## config.mk

```make
export PLATFORM = sky130hd
export DESIGN_NAME = ctl_trip_latch
export DESIGN_NICKNAME = d
export VERILOG_FILES = /design/src/rtl/ctl_pkg.sv /design/src/rtl/ctl_trip_filter.sv /design/src/rtl/ctl_trip_latch.sv
export SDC_FILE = /design/constraint.sdc
export NUM_CORES = 1
export LEC_CHECK = 0
export BUFFER_PORTS_ARGS = -buffer_cell sky130_fd_sc_hd__buf_2
export CAP_MARGIN = 10
export CORE_ASPECT_RATIO = 1.75
export CORE_MARGIN = 3
export CORE_UTILIZATION = 55
export DETAILED_ROUTE_END_ITERATION = 10
export GPL_TIMING_DRIVEN = 0
export PLACE_DENSITY = 0.84
export SLEW_MARGIN = 10
export SYNTH_ARGS = -nofsm -noshare
export SYNTH_HDL_FRONTEND = slang
export SYNTH_SLANG_ARGS = --single-unit
```

## constraint.sdc

```tcl
create_clock -name hclk -period 3.2 [get_ports hclk]
set_input_delay 0.8 -clock hclk [delete_from_list [all_inputs] [get_ports hclk]]
set_output_delay 0.8 -clock hclk [all_outputs]
set_load 0.03 [all_outputs]
```

## src/rtl/ctl_pkg.sv

```systemverilog
package ctl_pkg;

  localparam int CTL_ADDR_W = 8;

  // register byte offsets
  localparam logic [7:0] CTL_OFS_STATUS = 8'h00;
  localparam logic [7:0] CTL_OFS_CLEAR = 8'h04;
  localparam logic [7:0] CTL_OFS_FILTER = 8'h08;
  localparam logic [7:0] CTL_OFS_IRQ_STATUS = 8'h0C;
  localparam logic [7:0] CTL_OFS_IRQ_CLEAR = 8'h10;
  localparam logic [7:0] CTL_OFS_IRQ_ENABLE = 8'h14;

  // status register bits
  localparam int CTL_STS_LATCH_BIT = 0;
  localparam int CTL_STS_FILTER_BIT = 1;
  localparam int CTL_STS_RAW_BIT = 2;
  localparam int CTL_STS_RAMP_HALT_BIT = 3;

  // clear register bits
  localparam int CTL_CLR_LATCH_BIT = 0;

  // filter control layout
  localparam int CTL_FIL_DIV_LSB = 0;
  localparam int CTL_FIL_CNT_LSB = 16;
  localparam int CTL_FIL_INIT_BIT = 31;

  // interrupt bits
  localparam int CTL_IRQ_TRIP_BIT = 0;
  localparam int CTL_IRQ_FILTER_HIGH_BIT = 1;
  localparam int CTL_IRQ_W = 2;

  // reset values
  localparam logic [9:0] CTL_DIV_RESET = 10'h000;
  localparam logic [4:0] CTL_CNT_RESET = 5'h00;
  localparam logic [CTL_IRQ_W-1:0] CTL_IRQ_EN_RESET = 2'h0;

  localparam logic [1:0] CTL_HTRANS_NONSEQ = 2'h2;

  typedef struct packed {
    logic sel;
    logic [1:0] trans;
    logic [CTL_ADDR_W-1:0] addr;
    logic write;
    logic [2:0] size;
    logic ready;
  } ctl_ahb_req_t;

  typedef struct packed {
    logic [9:0] divider;
    logic [4:0] agree_count;
    logic reinit;
  } ctl_filter_cfg_t;

endpackage

```

## src/rtl/ctl_trip_filter.sv

```systemverilog
`timescale 1ns/1ps
module ctl_trip_filter
  import ctl_pkg::*;
#(
  parameter int DIV_W = 10,
  parameter int CNT_W = 5
)
(
  input wire logic hclk,
  input wire logic hresetn,
  input wire logic comp_in,
  input wire logic reinit,
  input wire logic [DIV_W-1:0] divider,
  input wire logic [CNT_W-1:0] agree_count,
  output logic filter_out
);
  if (DIV_W < 1 || CNT_W < 1)
  begin : gen_width_check
    $error("ctl_trip_filter: widths must be positive");
  end

  logic [DIV_W-1:0] div_cnt;
  logic [CNT_W-1:0] agree_cnt;

  // sample strobe once per (divider + 1) cycles; compare with >= so a
  // divider lowered below the running count cannot stall until wrap
  wire sample_tick = (div_cnt >= divider); // [RULE11]
  // input arrives digitised; an extra flop here would add a cycle
  wire differs = (comp_in != filter_out); // [RULE2]
  wire agree_done = differs && (agree_cnt >= agree_count);

  always_ff @(posedge hclk or negedge hresetn)
  begin
    if (!hresetn)
      div_cnt <= '0;
    else if (reinit || sample_tick)
      div_cnt <= '0; // [RULE7]
    else
      div_cnt <= div_cnt + 1'b1;
  end

  always_ff @(posedge hclk or negedge hresetn)
  begin
    if (!hresetn)
      agree_cnt <= '0;
    else if (reinit)
      agree_cnt <= '0; // [RULE7]
    else if (sample_tick)
      agree_cnt <= (differs && !agree_done) ? agree_cnt + 1'b1 : '0; // [RULE11]
  end

  always_ff @(posedge hclk or negedge hresetn)
  begin
    if (!hresetn)
      filter_out <= 1'b0;
    else if (reinit)
      filter_out <= 1'b0; // [RULE7]
    else if (sample_tick && agree_done)
      filter_out <= comp_in; // [RULE11] [RULE3] [RULE2]
  end
endmodule

```

## src/rtl/ctl_trip_latch.sv

```systemverilog
// Local design decisions: the address map and the AHB-Lite register port.
`timescale 1ns/1ps
// Contract
// [RULE1] trip latch holds until software clear or sync pulse
// [RULE2] latch set only from digitised, filtered comparator output
// [RULE3] worst latency is 1 + prescale + threshold times prescale
// [RULE4] after clear, filter pipeline may show stale data for latency count
// [RULE5] filter high at clear sets latch again next cycle
// [RULE6] filter output readable in status register
// [RULE7] filter reinit flushes sample history
// [RULE8] software waits for filter low before clearing latch
// [RULE9] system removes trip at least latency before sync pulse
// [RULE10] high-side flag set by trip and halts ramp decrement
// [RULE11] filter samples once per prescale, switches after agree count
module ctl_trip_latch
  import ctl_pkg::*;
#(
  parameter int DIV_W = 10,
  parameter int CNT_W = 5
)
(
  input wire logic hclk,
  input wire logic hresetn,
  input wire logic hsel,
  input wire logic [CTL_ADDR_W-1:0] haddr,
  input wire logic [1:0] htrans,
  input wire logic hwrite,
  input wire logic [2:0] hsize,
  input wire logic hready,
  input wire logic [31:0] hwdata,
  output logic [31:0] hrdata,
  output logic hreadyout,
  output logic hresp,
  input wire logic comp_in,
  input wire logic pwm_period_sync_pulse,
  output logic trip_hold_latch,
  output logic high_side_trip_flag,
  output logic ramp_halt,
  output logic irq
);
  // configuration carrier holds 10 divider bits and 5 count bits
  if (DIV_W < 1 || DIV_W > 10 || CNT_W < 1 || CNT_W > 5)
  begin : gen_width_check
    $error("ctl_trip_latch: filter widths do not fit the fields");
  end

  ctl_ahb_req_t req;
  ctl_filter_cfg_t cfg;
  logic wr_pend;
  logic [CTL_ADDR_W-1:0] wr_addr;
  logic filter_out;
  logic filter_prev;
  logic [CTL_IRQ_W-1:0] irq_status;
  logic [CTL_IRQ_W-1:0] irq_enable;
  logic [DIV_W-1:0] divider;
  logic [CNT_W-1:0] agree_count;

  assign req = '{sel: hsel, trans: htrans, addr: haddr, write: hwrite,
                 size: hsize, ready: hready};

  // address phase decode
  wire addr_phase = req.sel && req.ready && (req.trans == CTL_HTRANS_NONSEQ);
  wire rd_phase = addr_phase && !req.write;
  wire wr_phase = addr_phase && req.write;

  // data phase write strobes
  wire wr_clear = wr_pend && (wr_addr == CTL_OFS_CLEAR);
  wire wr_filter = wr_pend && (wr_addr == CTL_OFS_FILTER);
  wire wr_irq_clr = wr_pend && (wr_addr == CTL_OFS_IRQ_CLEAR);
  wire wr_irq_en = wr_pend && (wr_addr == CTL_OFS_IRQ_ENABLE);

  wire sw_clear = wr_clear && hwdata[CTL_CLR_LATCH_BIT];
  wire latch_clear = sw_clear || pwm_period_sync_pulse;
  wire filter_rise = filter_out && !filter_prev;

  assign cfg.divider = wr_filter ? hwdata[CTL_FIL_DIV_LSB +: 10] : 10'h000;
  assign cfg.agree_count = wr_filter ? hwdata[CTL_FIL_CNT_LSB +: 5] : 5'h00;
  assign cfg.reinit = wr_filter && hwdata[CTL_FIL_INIT_BIT];

  // events: new trip, filter going high
  wire [CTL_IRQ_W-1:0] irq_event = {filter_rise,
                                    filter_out && !trip_hold_latch};
  wire [CTL_IRQ_W-1:0] irq_clr_bits =
    wr_irq_clr ? hwdata[CTL_IRQ_W-1:0] : '0;
  wire [CTL_IRQ_W-1:0] next_irq_status =
    (irq_status & ~irq_clr_bits) | irq_event;

  wire [31:0] status_word = {28'h0000000, ramp_halt, comp_in, filter_out,
                             trip_hold_latch}; // [RULE6]
  wire [31:0] filter_word = {{(16-CNT_W){1'b0}}, agree_count,
                             {(16-DIV_W){1'b0}}, divider};
  wire [31:0] next_hrdata =
    !rd_phase ? 32'h00000000 :
    (req.addr == CTL_OFS_STATUS) ? status_word :
    (req.addr == CTL_OFS_FILTER) ? filter_word :
    (req.addr == CTL_OFS_IRQ_STATUS) ? {30'h00000000, irq_status} :
    (req.addr == CTL_OFS_IRQ_ENABLE) ? {30'h00000000, irq_enable} :
    32'h00000000;

  ctl_trip_filter #(
    .DIV_W(DIV_W),
    .CNT_W(CNT_W)
  ) u_filter (
    .hclk(hclk),
    .hresetn(hresetn),
    .comp_in(comp_in),
    .reinit(cfg.reinit),
    .divider(divider),
    .agree_count(agree_count),
    .filter_out(filter_out)
  );

  always_ff @(posedge hclk or negedge hresetn)
  begin
    if (!hresetn)
    begin
      wr_pend <= 1'b0;
      wr_addr <= '0;
      hrdata <= 32'h00000000;
    end
    else
    begin
      wr_pend <= wr_phase;
      wr_addr <= req.addr;
      hrdata <= next_hrdata;
    end
  end

  always_ff @(posedge hclk or negedge hresetn)
  begin
    if (!hresetn)
    begin
      hreadyout <= 1'b1;
      hresp <= 1'b0;
    end
    else
    begin
      hreadyout <= 1'b1;
      hresp <= 1'b0;
    end
  end

  always_ff @(posedge hclk or negedge hresetn)
  begin
    if (!hresetn)
    begin
      divider <= CTL_DIV_RESET[DIV_W-1:0];
      agree_count <= CTL_CNT_RESET[CNT_W-1:0];
    end
    else if (wr_filter)
    begin
      divider <= cfg.divider[DIV_W-1:0];
      agree_count <= cfg.agree_count[CNT_W-1:0];
    end
  end

  // clear takes this edge; a filter still high re-sets on the next
  always_ff @(posedge hclk or negedge hresetn)
  begin
    if (!hresetn)
      trip_hold_latch <= 1'b0;
    else if (latch_clear)
      trip_hold_latch <= 1'b0; // [RULE1] [RULE5] [RULE4]
    else if (filter_out)
      trip_hold_latch <= 1'b1; // [RULE2] [RULE5]
  end

  always_ff @(posedge hclk or negedge hresetn)
  begin
    if (!hresetn)
    begin
      high_side_trip_flag <= 1'b0;
      ramp_halt <= 1'b0;
    end
    else
    begin
      high_side_trip_flag <= !latch_clear &&
                             (filter_out || trip_hold_latch); // [RULE10]
      // ramp stops while flag stands; sync restarts it
      ramp_halt <= !latch_clear && (filter_out || trip_hold_latch); // [RULE10]
    end
  end

  always_ff @(posedge hclk or negedge hresetn)
  begin
    if (!hresetn)
    begin
      filter_prev <= 1'b0;
      irq_status <= '0;
      irq_enable <= CTL_IRQ_EN_RESET;
      irq <= 1'b0;
    end
    else
    begin
      filter_prev <= filter_out;
      irq_status <= next_irq_status;
      if (wr_irq_en)
        irq_enable <= hwdata[CTL_IRQ_W-1:0];
      irq <= |(next_irq_status & (wr_irq_en ? hwdata[CTL_IRQ_W-1:0]
                                            : irq_enable));
    end
  end
endmodule

```

Word level (Yosys, flattened, before mapping)
Index checks and enable logic that the tools add are counted.
{"block": "classes", "n_mux": 15, "reduce_logical": 29, "order_cmp": 2, "n_bitwise": 4, "addsub": 2, "eq_ne": 9}
{"cell": "2-to-1 mux 21 bit", "n": 3}
{"cell": "== test 8 x 4 -> 1 bit, second input constant", "n": 3}
{"cell": "== test 8 x 5 -> 1 bit, second input constant", "n": 3}
{"cell": "logical AND 1 bit", "n": 16}
{"cell": "2-to-1 mux 5 bit", "n": 3}
{"cell": "adder 10 x 1 -> 10 bit, second input constant", "n": 1}
{"cell": "greater-or-equal comparator 10 bit", "n": 1}
{"cell": "2-to-1 mux 10 bit", "n": 1}
{"cell": "== test 8 x 3 -> 1 bit, second input constant", "n": 1}
{"cell": "zero test 8 bit", "n": 1}
{"cell": "2-to-1 mux 2 bit", "n": 4}
{"cell": "nonzero test 2 bit", "n": 3}
{"cell": "adder 5 x 1 -> 5 bit, second input constant", "n": 1}
{"cell": "greater-or-equal comparator 5 bit", "n": 1}
{"cell": "zero test 1 bit", "n": 5}
{"cell": "AND 2 bit", "n": 2}
{"cell": "2-to-1 mux 1 bit", "n": 4}
{"cell": "logical OR 1 bit", "n": 3}
{"cell": "== test 2 bit, second input constant", "n": 1}
{"cell": "inverter 2 bit", "n": 1}
{"cell": "OR 2 bit", "n": 1}
{"cell": "OR reduction 2 bit", "n": 1}
{"cell": "!= test 1 bit", "n": 1}
{"block": "word_totals", "word_cells": 75, "in_bits": 52, "regBits": 69, "out_inout_bits": 38}

Depth between registers and ports, before layout
Gate-level depths: netlist (run 1).
{"block": "logic_depth", "ltp_word": 8, "ltp_mapped": 9, "depth_no_buf": 8}

By module
Synthesis (run 1) repeated with hierarchy kept, for this count alone.
{"block": "hier_totals", "hier_cells": 291, "hier_area_um2": 3271.9}
{"mod": "ctl_trip_latch", "area_per_inst_um2": 2021.9, "cells_per_inst": 159, "n_inst": 1, "seq_area_each_um2": 1176.1}
{"mod": "ctl_trip_filter", "area_per_inst_um2": 1249.9, "cells_per_inst": 132, "n_inst": 1, "seq_area_each_um2": 400.4}

Least setup slack after synthesis (run 1)
Ideal clock, no wire load.
{"block": "synth_timing", "path_kind": "input -> register", "from": "input haddr[0]", "to": "register hrdata[16]", "slack_ns": 1.027, "arrival_time_ns": 2.107, "setup_ns": 0.067, "stages": 5, "required_ns": 3.133, "n_path_buf": 1, "cell_sequence": "or4_1 or3_4 nor2b_4 buf_6 and3_1"}
{"block": "synth_via", "elab_chain_len": 4, "word_cells_on_any_way": 5, "classes_between": "1 x eq/ne; 3 x mux; 1 x reduce/logical"}
{"item": "start, declared", "line_no": "ctl_trip_latch.sv:25", "source": "input wire logic [CTL_ADDR_W-1:0] haddr,"}
{"item": "== test 8 x 4 -> 1 bit", "line_no": "ctl_trip_latch.sv:95", "source": "(req.addr == CTL_OFS_FILTER) ? filter_word :"}
{"item": "2-to-1 mux 21 bit", "line_no": "ctl_trip_latch.sv:95"}
{"item": "2-to-1 mux 21 bit *", "line_no": "ctl_trip_latch.sv:94", "source": "(req.addr == CTL_OFS_STATUS) ? status_word :"}
{"item": "2-to-1 mux 21 bit *", "line_no": "ctl_trip_latch.sv:93", "source": "!rd_phase ? 32'h00000000 :"}
{"item": "named net next_hrdata[16]", "line_no": "ctl_trip_latch.sv:92", "source": "wire [31:0] next_hrdata ="}
{"item": "end signal, assigned", "line_no": "ctl_trip_latch.sv:125", "source": "hrdata <= next_hrdata;"}
{"item": "end, declared", "line_no": "ctl_trip_latch.sv:31", "source": "output logic [31:0] hrdata,"}
Mark *: on every way through the listed nets, which the timed path passes. The rest lies on a longest branch.
A chain may end at the register's enable or synchronous reset.

Worst setup path in the final report (run 1)
{"block": "layout_timing", "from": "register u_filter.agree_cnt[0]", "to": "register u_filter.agree_cnt[3]"}
{"block": "layout_via", "elab_chain_len": 7, "word_cells_on_any_way": 8, "classes_between": "1 x add/sub; 1 x order compare; 3 x mux; 3 x reduce/logical"}
{"item": "start, declared", "line_no": "ctl_trip_filter.sv:23", "source": "logic [CNT_W-1:0] agree_cnt;"}
{"item": "start signal, assigned", "line_no": "ctl_trip_filter.sv:49", "source": "agree_cnt <= (differs && !agree_done) ? agree_cnt + 1'b1 : '0;"}
{"item": "greater-or-equal comparator 5 bit", "line_no": "ctl_trip_filter.sv:30", "source": "wire agree_done = differs && (agree_cnt >= agree_count);"}
{"item": "logical AND 1 bit", "line_no": "ctl_trip_filter.sv:30"}
{"item": "zero test 1 bit", "line_no": "ctl_trip_filter.sv:49"}
{"item": "logical AND 1 bit", "line_no": "ctl_trip_filter.sv:49"}
{"item": "2-to-1 mux 5 bit *", "line_no": "ctl_trip_filter.sv:49"}
{"item": "2-to-1 mux 5 bit *", "line_no": "ctl_trip_filter.sv:48", "source": "else if (sample_tick)"}
{"item": "2-to-1 mux 5 bit *", "line_no": "ctl_trip_filter.sv:46", "source": "else if (reinit)"}
Every way passes the cells marked *; elsewhere a longest branch is shown, timed or not. The select of a mux whose other input is x is not followed.

==> impl_metrics.toml, run 1 <==
[status]
status = "complete, no violations"

[worst_setup_path]
cp_max_fo = 4
r2r_setup_slack_ps = 890
end_kind = "flop"
worstSetupPathType = "flop to flop"
worst-endpoint-required_ps = 3450
startpoint_type = "flop"
crit_arrival_ps = 2570

[place]
placed_area_um2 = 3423
place.gp.congestion = 0.8163
hpwl_um = 4550
io_buffer_count = 51

[logic_synthesis]
ys_ff_latch = 63
muxShareOfSynthArea_pct = 6.279
synth_edf_count = 0
synth_compound_area_share_pct = 7.152
async_flop_share_pct = 100.0
avgSynthCellArea_um2 = 10.98
synth_top_family_by_area = "simple AND/OR/NAND/NOR gates"
yosys-top-cells-count = "63 x dfrtp_1, 26 x inv_1, 23 x nor2_1"
synth_warnings = 0
syn-cell-area_um2 = 3009
yosysTopAreaCell = "dfrtp_1"
synthDominantCellAreaShare_pct = 52.39
synthTopCellsByArea = "dfrtp_1 52%, ha_1 7.1%, mux2_2 5.6%, buf_4 5.0%, inv_1 3.2%"
synth_cell_type_count = 43
synth-main-ff-cell = "dfrtp_1"
yosysMostFrequentCell = "dfrtp_1"
ys_seq_area_share_pct = 52.39
yosys.area_share.simple_pct = 15.14
synth-adder-area-share_pct = 7.069
syn_inst = 274
synth-xor-area-share_pct = 2.620

[global_routing]
grt_overflow = 0
grt_pass1_vias = 2247
antenna_found_initial = 0
grt_pass1_wl_um = 9825
grt_max_degree = 64
grt_use_total_pct = 20.91

[sta]
setup_viol = 0
skew_ps = 8.153
fin_crit_sh_pct = 72.27
fin_setup_tns_ps = 0
relSlewSlack_pct = 49.00
fin_crit_ps = 2313
slew_violations = 0
tightest_slew_ps = 765.0
rsz0062_at_grt = "no"
max_freq_ghz = 0.4324
finalHoldViolations = 0

[die]
fp.coreArea_um2 = 5299
rows = 35
initial_core_util_pct = 56.79
die_x_um = 61.92
io_pins = 90
die_h_um = 103.9
dieArea_um2 = 6430

[drt]
ant_nets = 0
viasPerCell = 5.137
detail_route.wl_per_cell_um = 14.16
vias = 2219
drc = 0
drtIter0Drc = 88
wirelength_um = 6119
dr.pass1.iters = 4

[finish]
final_area_um2 = 3647
fillCellCount = 399
num-nets-final = 422
area_growth_pct = 21.21
diodes = 0
layout-drive-gt1-share_pct = 29.33

[run]
max_cap_viol_count = 0

[clock_network]
cts.reportedPaths.clkPinSlew_ps = 60
numCtsBuffers = 9
numClockSinks = 63
cts.path.max_buffers = 2
cts_root_buf = "clkbuf_8"
tritoncts = "yes"
htree_levels = 3
cts_hold_buf = 0
cts_resized = 0
clock_latency_ps = 340
cts_setup_buffers = 0

[pwr]
p_leak_uw = 0.001947
powerDensity_nw_per_um2 = 579.2
total_power_uw = 2112
ir_drop_uv = 410.8

[worst_hold_path]
hold_path_class = "flop to flop"
[sequential cells by signal, indices dropped and copies added (netlist names), 2 cells and up]
register and count:
agree_count 5, divider 10, hrdata 15, irq_enable 2, irq_status 2, u_filter.agree_cnt 5
u_filter.div_cnt 10, wr_addr 8
[cells by family after synthesis]
kind of cell             Yosys count
flip-flops                        63
buffers and inverters             51
adder cells (fa/ha/maj)           17
AND/OR/NAND/NOR                   85
AO/OA/AOI/OAI                     30
XOR/XNOR                           9
multiplexers                      17
other                              2
[critical path: stages, from the launching register on]
cell and delay, ps:
dfrtp_1 410, inv_1 160, ha_1 250, nor2b_1 100, o21ai_0 90, a31oi_1 370
nand3_1 230, or4_1 510, o211ai_1 100
[stage by stage]
stage / hold slack (ps) / worst slack (ps) / std cells / utilization (%)
global placement: 484.0 / 806.2 / 416 / 64.56
finish: 509.4 / 887.3 / 432 / 68.83
detailed placement: 495.9 / 785.0 / 416 / 64.60
CTS: 508.0 / 920.2 / 432 / 68.83
global route: 544.7 / 706.5 / 432 / 68.83
floorplan: 449.6 / 1027 / 291 / -
[placed cells by master (no fill, tap or decap), types with 3 or more instances in the layout]
cell	count
a21oi_1	5
a22oi_1	4
and3_1	15
buf_2	50
buf_4	21
clkbuf_1	6
clkbuf_8	11
conb_1	19
dfrtp_1	63
ha_1	17
inv_1	26
mux2_2	15
nand2_1	14
nand3_1	12
nor2_1	23
nor2b_1	3
nor3_1	3
nor4_1	3
o21ai_0	3
or4_1	3
xnor2_1	3
xor2_1	6
[area by class of cell]
type	instances	area (um2)	share of cell area, %
multi-input cells	177	1222	33.52
plain buffers	25	176.4	4.837
clock inverters	3	65.06	1.784
repair buffers	51	257.7	7.067
well taps	74	92.59	2.539
inverters	26	97.59	2.676
flip-flops and latches	63	1577	43.22
clock buffers	13	158.9	4.357
[path summary, 6_finish.rpt]
kind	start	end	depth (start not counted)
worst min-delay path	u_filter.div_cnt[0]$_DFF_PN0_	u_filter.div_cnt[0]$_DFF_PN0_	1
min in group asynchronous	hresetn	u_filter.div_cnt[4]$_DFF_PN0_	1
worst max-delay path	u_filter.agree_cnt[0]$_DFFE_PN0P_	u_filter.agree_cnt[3]$_DFFE_PN0P_	8
max in group asynchronous	hresetn	hrdata[0]$_DFF_PN0_	1
worst min register to register	u_filter.div_cnt[0]$_DFF_PN0_	u_filter.div_cnt[0]$_DFF_PN0_	1
worst max register to register	u_filter.agree_cnt[0]$_DFFE_PN0P_	u_filter.agree_cnt[3]$_DFFE_PN0P_	8
[power breakdown]
part | leakage, uW | internal, uW | switching (uW)
clock | 0.000114 | 481 | 288
sequential | 0.000793 | 874 | 86.4
combinational | 0.00104 | 170 | 213
total | 0.00195 | 1520 | 588
[metal layers]
metal  vias to the layer above  routed length (um)  track usage, %
met5                         -                   0               0
met4                         0                 267           12.59
met3                        24                 343           5.714
met2                        87                3313           34.56
met1                      1044                2195           22.32
li1                       1064                   -               -
No activity file was read; power rests on OpenSTA's default activity.
==> run 2, diff against run 1 <==
- ABC_AREA: not set -> 1
- CORE_UTILIZATION: 55 -> 47
- PLACE_DENSITY: 0.84 -> 0.76
- clock period: 3.2 -> 2.06 ns (I/O delays scaled with it)
==> run 2 against run 1 <==
Via count is 17% higher. Fmax increased by 38%. Cell count is 23% higher. Routed wire length rose by 13%. Setup slack worse by 500 ps. Global-route usage decreased by 2.5 points.
==> impl_metrics.toml, run 2 <==
[logic_synthesis]
synth_edf_count = 0
yosys-top-cells-count = "68 x nand2_1, 63 x dfrtp_1, 50 x inv_1"
yosysMostFrequentCell = "nand2_1"
yosysTopAreaCell = "dfrtp_1"
synth_warnings = 0
ys_seq_area_share_pct = 47.73
ys_ff_latch = 63
synthTopCellsByArea = "dfrtp_1 48%, nand2_1 7.7%, ha_1 6.4%, inv_1 5.7%, buf_4 4.8%"
syn-cell-area_um2 = 3303
synth-main-ff-cell = "dfrtp_1"
async_flop_share_pct = 100.0
syn_inst = 364
synth_cell_type_count = 37
avgSynthCellArea_um2 = 9.075
synthDominantCellAreaShare_pct = 47.73

[finish]
fillCellCount = 554
num-nets-final = 512
largest_reg_flops = 15
regArea_um2 = 1577
multi_input_area_um2 = 1414
final_area_um2 = 4074
top_register = "hrdata"
final_cell_mix = "68 x nand2_1, 63 x dfrtp_1, 51 x buf_2"
biggestRegsByFlops = "hrdata (15), divider (10), u_filter.div_cnt (10)"
layout_commonest_cell = "nand2_1"
final_util_pct = 60.94
diodes = 0
layout-drive-gt1-share_pct = 27.46
area_growth_pct = 23.33

[sta]
setup_viol = 0
timing.hold.ws_ps = 270.9
slew_violations = 0
relSlewSlack_pct = 48.41
fin_setup_tns_ps = 0
finalHoldViolations = 0
tightest_slew_ps = 773.8
rsz0062_at_grt = "no"
max_freq_ghz = 0.5988
fin_crit_sh_pct = 81.07
skew_ps = 4.335
fin_crit_ps = 1670

[place]
hpwl_um = 5268
io_buffer_count = 51
place.gp.congestion = 0.8326
placed_area_um2 = 3727

[clock_network]
numClockSinks = 63
tritoncts = "yes"
cts_hold_buf = 0
cts.path.max_buffers = 2
cts_setup_buffers = 0
clock_latency_ps = 330
cts_resized = 0
cts_root_buf = "clkbuf_16"
numCtsBuffers = 9
htree_levels = 3
cts.reportedPaths.clkPinSlew_ps = 50

[drt]
detail_route.wl_per_cell_um = 13.00
drtIter0Drc = 152
drc = 0
ant_nets = 0
vias = 2593
wirelength_um = 6890
viasPerCell = 4.892
dr.pass1.iters = 4

[worst_setup_path]
startpoint_type = "flop"
worstSetupPathType = "flop to flop"
cp_max_fo = 8
end_kind = "flop"
worst-endpoint-required_ps = 2330
crit_arrival_ps = 1940

[global_routing]
grt_use_total_pct = 18.41
grt_max_degree = 64
grt_pass1_vias = 2614
grt_pass1_wl_um = 11590
antenna_found_initial = 0
grt_overflow = 0

[die]
initial_core_util_pct = 49.41
fp.coreArea_um2 = 6685
io_pins = 90
die_h_um = 116.9
dieArea_um2 = 8109
die_x_um = 69.37
rows = 39

[pwr]
powerDensity_nw_per_um2 = 854.2
p_leak_uw = 0.002233
total_power_uw = 3480
ir_drop_uv = 529.0

[status]
status = "complete, no violations"

[run]
max_cap_viol_count = 0

[worst_hold_path]
hold_path_class = "primary input to async pin"
run 2: cell count changes in the layout (fill, tap and decap cells not counted), moves of 10 or more:
cell      before  now
mux2_2        15    0
o21ai_1        0   10
clkbuf_8      11    1
nand2_1       14   68
inv_1         26   50
and3_1        15    2
run 2: cells by family (layout without fill, tap and decap cells):
kind of cell / Yosys count / after routing / share of synthesized area, %
AND/OR/NAND/NOR: 164 / 164 / 26.36
XOR/XNOR: 7 / 7 / 1.856
multiplexers: 1 / 1 / 0.3409
flip-flops: 63 / 63 / 47.73
AO/OA/AOI/OAI: 35 / 35 / 5.644
other: 2 / 19 / 0.2274
adder cells (fa/ha/maj): 17 / 17 / 6.439
buffers and inverters: 75 / 142 / 11.40
run 2: power breakdown:
part	internal [uW]	total (uW)	switching, uW
Sequential	1300	1370	72.2
Clock	1210	1740	534
Combinational	135	363	228
run 2: cell type report:
cell class	instances	area share [%]
Buffer	24	4.545
Clock buffer	10	5.866
Clock inverter	6	2.641
Inverter	51	4.699
Multi-Input combinational cell	243	34.71
Sequential cell	63	38.70
Tap cell	82	2.518
Timing Repair Buffer	51	6.327
run 2: worst max-delay path, stage by stage, from the launching register on:
cell and delay [ps]:
dfrtp_1 440, ha_1 320, nand2_1 80, inv_1 40
nand2_1 50, nand2_1 40, nand2_1 110, nand3_4 150
nor2_4 210, nand2_1 70, nor2_1 80
run 2: routing by layer:
layer	GRT usage, %	vias to the layer above	share of wire [%]
li1	-	1286	-
met1	18.49	1224	36
met2	34.63	66	56
met3	4.615	17	4.8
met4	10.04	0	3.5
met5	0	-	0
run 2: worst paths after layout:
path | depth (start not counted) | to | slack, ps | start
max in group asynchronous | 1 | irq_status[1]$_DFF_PN0_ | 1290 | hresetn
worst max register to register | 10 | u_filter.div_cnt[4]$_DFF_PN0_ | 390 | u_filter.div_cnt[5]$_DFF_PN0_
worst min register to register | 1 | irq_status[1]$_DFF_PN0_ | 490 | filter_prev$_DFF_PN0_
worst min-delay path | 1 | divider[7]$_DFFE_PN0N_ | 270 | hresetn
worst max-delay path | 10 | u_filter.div_cnt[4]$_DFF_PN0_ | 390 | u_filter.div_cnt[5]$_DFF_PN0_
min in group hclk | 1 | wr_addr[7]$_DFF_PN0_ | 320 | haddr[7]
run 2: through the flow:
| step | setup slack [ps] | cells |
|---|---|---|
| floorplan | 607.9 | 381 |
| global placement | 328.1 | 514 |
| detailed placement | 372.4 | 514 |
| CTS | 362.7 | 530 |
| global route | 221.3 | 530 |
| finish | 389.9 | 530 |
==> run 3, diff against run 2 <==
- CORE_UTILIZATION: 47 -> 53
- PLACE_DENSITY: 0.76 -> 0.81
- clock period: 2.06 -> 1.6 ns (I/O delays scaled with it)
==> run 3 against run 2 <==
The run now ends with setup timing left. Power grew 12%. Via count rose by 5.7%. Setup slack got worse by 400 ps. Cell count increased by 2.8%. Sequential power up 29%. Hold slack got worse by 150 ps. Critical path type unchanged. Largest cell class unchanged. Highest routed layer unchanged.
==> impl_metrics.toml, run 3 (synthesis gave the netlist of run 2 again) <==
[status]
status = "finished, violations left"
failed_checks = "setup timing"

[clock_network]
clock_latency_ps = 350
cts_root_buf = "clkbuf_8"
cts.reportedPaths.clkPinSlew_ps = 70
numCtsBuffers = 9
numClockSinks = 63
htree_levels = 3
cts_hold_buf = 0
tritoncts = "yes"
cts.path.max_buffers = 2

[finish]
multi_input_area_um2 = 1556
final_area_um2 = 4215
final_cell_mix = "65 x nand2_1, 61 x dfrtp_1, 51 x buf_2"
diodes = 0
num-nets-final = 532
layout-drive-gt1-share_pct = 36.62
final_util_pct = 70.58
fillCellCount = 418
regArea_um2 = 1579
largest_reg_flops = 15
top_register = "hrdata"
biggestRegsByFlops = "hrdata (15), divider (10), u_filter.div_cnt (10)"
layout_commonest_cell = "nand2_1"
area_growth_pct = 27.61

[die]
dieArea_um2 = 7253
fp.coreArea_um2 = 5972
die_h_um = 110.4
io_pins = 90
die_x_um = 65.68
initial_core_util_pct = 55.31
rows = 37

[place]
io_buffer_count = 51
placed_area_um2 = 3722
hpwl_um = 5203
pre_cts_slack_ps = -69.60
place.gp.congestion = 0.8440

[sta]
skew_ps = 10.42
relSlewSlack_pct = 48.65
finalHoldViolations = 0
tightest_slew_ps = 770.3
slew_violations = 0
worst_slack_ps = -7.830
rsz0062_at_grt = "yes"
setup_viol = 1
max_freq_ghz = 0.6220
fin_crit_ps = 1608
fin_crit_sh_pct = 100.5

[pwr]
p_leak_uw = 0.002241
powerDensity_nw_per_um2 = 920.8
ir_drop_uv = 872.6

[run]
max_cap_viol_count = 0

[global_routing]
antenna_found_initial = 0
grt_overflow = 0
grt_pass1_wl_um = 11930
grt_pass1_vias = 2711
grt_use_total_pct = 21.56
grt_max_degree = 64

[drt]
viasPerCell = 5.028
dr.pass1.iters = 4
drc = 0
vias = 2740
drtIter0Drc = 90
wirelength_um = 7772
detail_route.wl_per_cell_um = 14.26
ant_nets = 0

[worst_setup_path]
r2r_start = "u_filter.div_cnt[9]$_DFF_PN0_"
startpoint_type = "flop"
end_kind = "flop"
reg2regPathDepth = 7
crit_end = "u_filter.div_cnt[2]$_DFF_PN0_"
worst-endpoint-required_ps = 1870
crit_arrival_ps = 1880
r2r_end = "u_filter.div_cnt[2]$_DFF_PN0_"
r2r_setup_slack_ps = -8
cp_max_fo = 8
worstSetupPathType = "flop to flop"
crit_start = "u_filter.div_cnt[9]$_DFF_PN0_"

[worst_hold_path]
hold_path_class = "primary input to async pin"
run 3: cell count changes in the layout (fill, tap and decap cells not counted), moves of 7 or more:
cell and delta:
buf_4 +20, clkbuf_16 -9, clkbuf_8 +10, ha_1 -7
ha_4 +7, inv_1 -10, inv_2 +10
run 3: power by group:
group	switching [uW]	internal (uW)	leakage (uW)
clock	604	793	0.0000985
combinational	409	310	0.00141
sequential	89.2	1680	0.000731
total	1100	2780	0.00224
run 3: layout make-up:
cell class,count,area share [%]
repair buffers,71,9.676
well taps,78,2.315
plain buffers,24,4.393
clock buffers,12,3.681
multi-input cells,243,36.92
clock inverters,3,1.009
inverters,51,4.541
flip-flops and latches,63,37.46
run 3: metal layers:
metal,wire length (um),part of all wire [%],GRT usage (%),up-vias
met5,0,0,0,-
met4,340,4.4,13.02,0
met3,380,4.9,4.883,32
met2,4270,55,37.80,92
met1,2780,36,22.28,1296
li1,-,-,-,1320
run 3: worst min-delay path by stage:
stage          slack (ps)  depth (start not counted)                            end
2_1_floorplan         100                          0     agree_count[0]$_DFFE_PN0N_
3_3_place_gp          440                          1        irq_status[1]$_DFF_PN0_
3_5_place_dp          450                          1        irq_status[1]$_DFF_PN0_
4_1_cts               150                          1  u_filter.div_cnt[5]$_DFF_PN0_
5_1_grt               160                          1           wr_addr[6]$_DFF_PN0_
6_report              120                          1            hrdata[9]$_DFF_PN0_
run 3: repair_timing:
item                                    CTS  global route
endpoints found under the setup margin   13            16
pin swaps                                 4            12
gates resized for setup                   9            25
buffers inserted                          8            12
run 3: per-stage QoR:
| step | std cells | setup TNS (ps) | power, uW | hold slack [ps] |
|---|---|---|---|---|
| 2_1_floorplan | 381 | 0 | 2110 | 104.4 |
| 3_3_place_gp | 510 | -562.9 | 2238 | 440.8 |
| 3_5_place_dp | 510 | -348.6 | 2265 | 445.0 |
| 4_1_cts | 533 | 0 | 3704 | 147.9 |
| 5_1_grt | 545 | -581.5 | 4051 | 160.5 |
| 6_report | 545 | -7.830 | 3882 | 124.5 |
run 3: critical path, stage by stage (launching register included):
cell     delay [ps]
dfrtp_1         440
ha_4            240
a21o_1          190
nor2_4          160
nand2_1         110
nor2_2          140
nand2_4         110
nor3_2          140
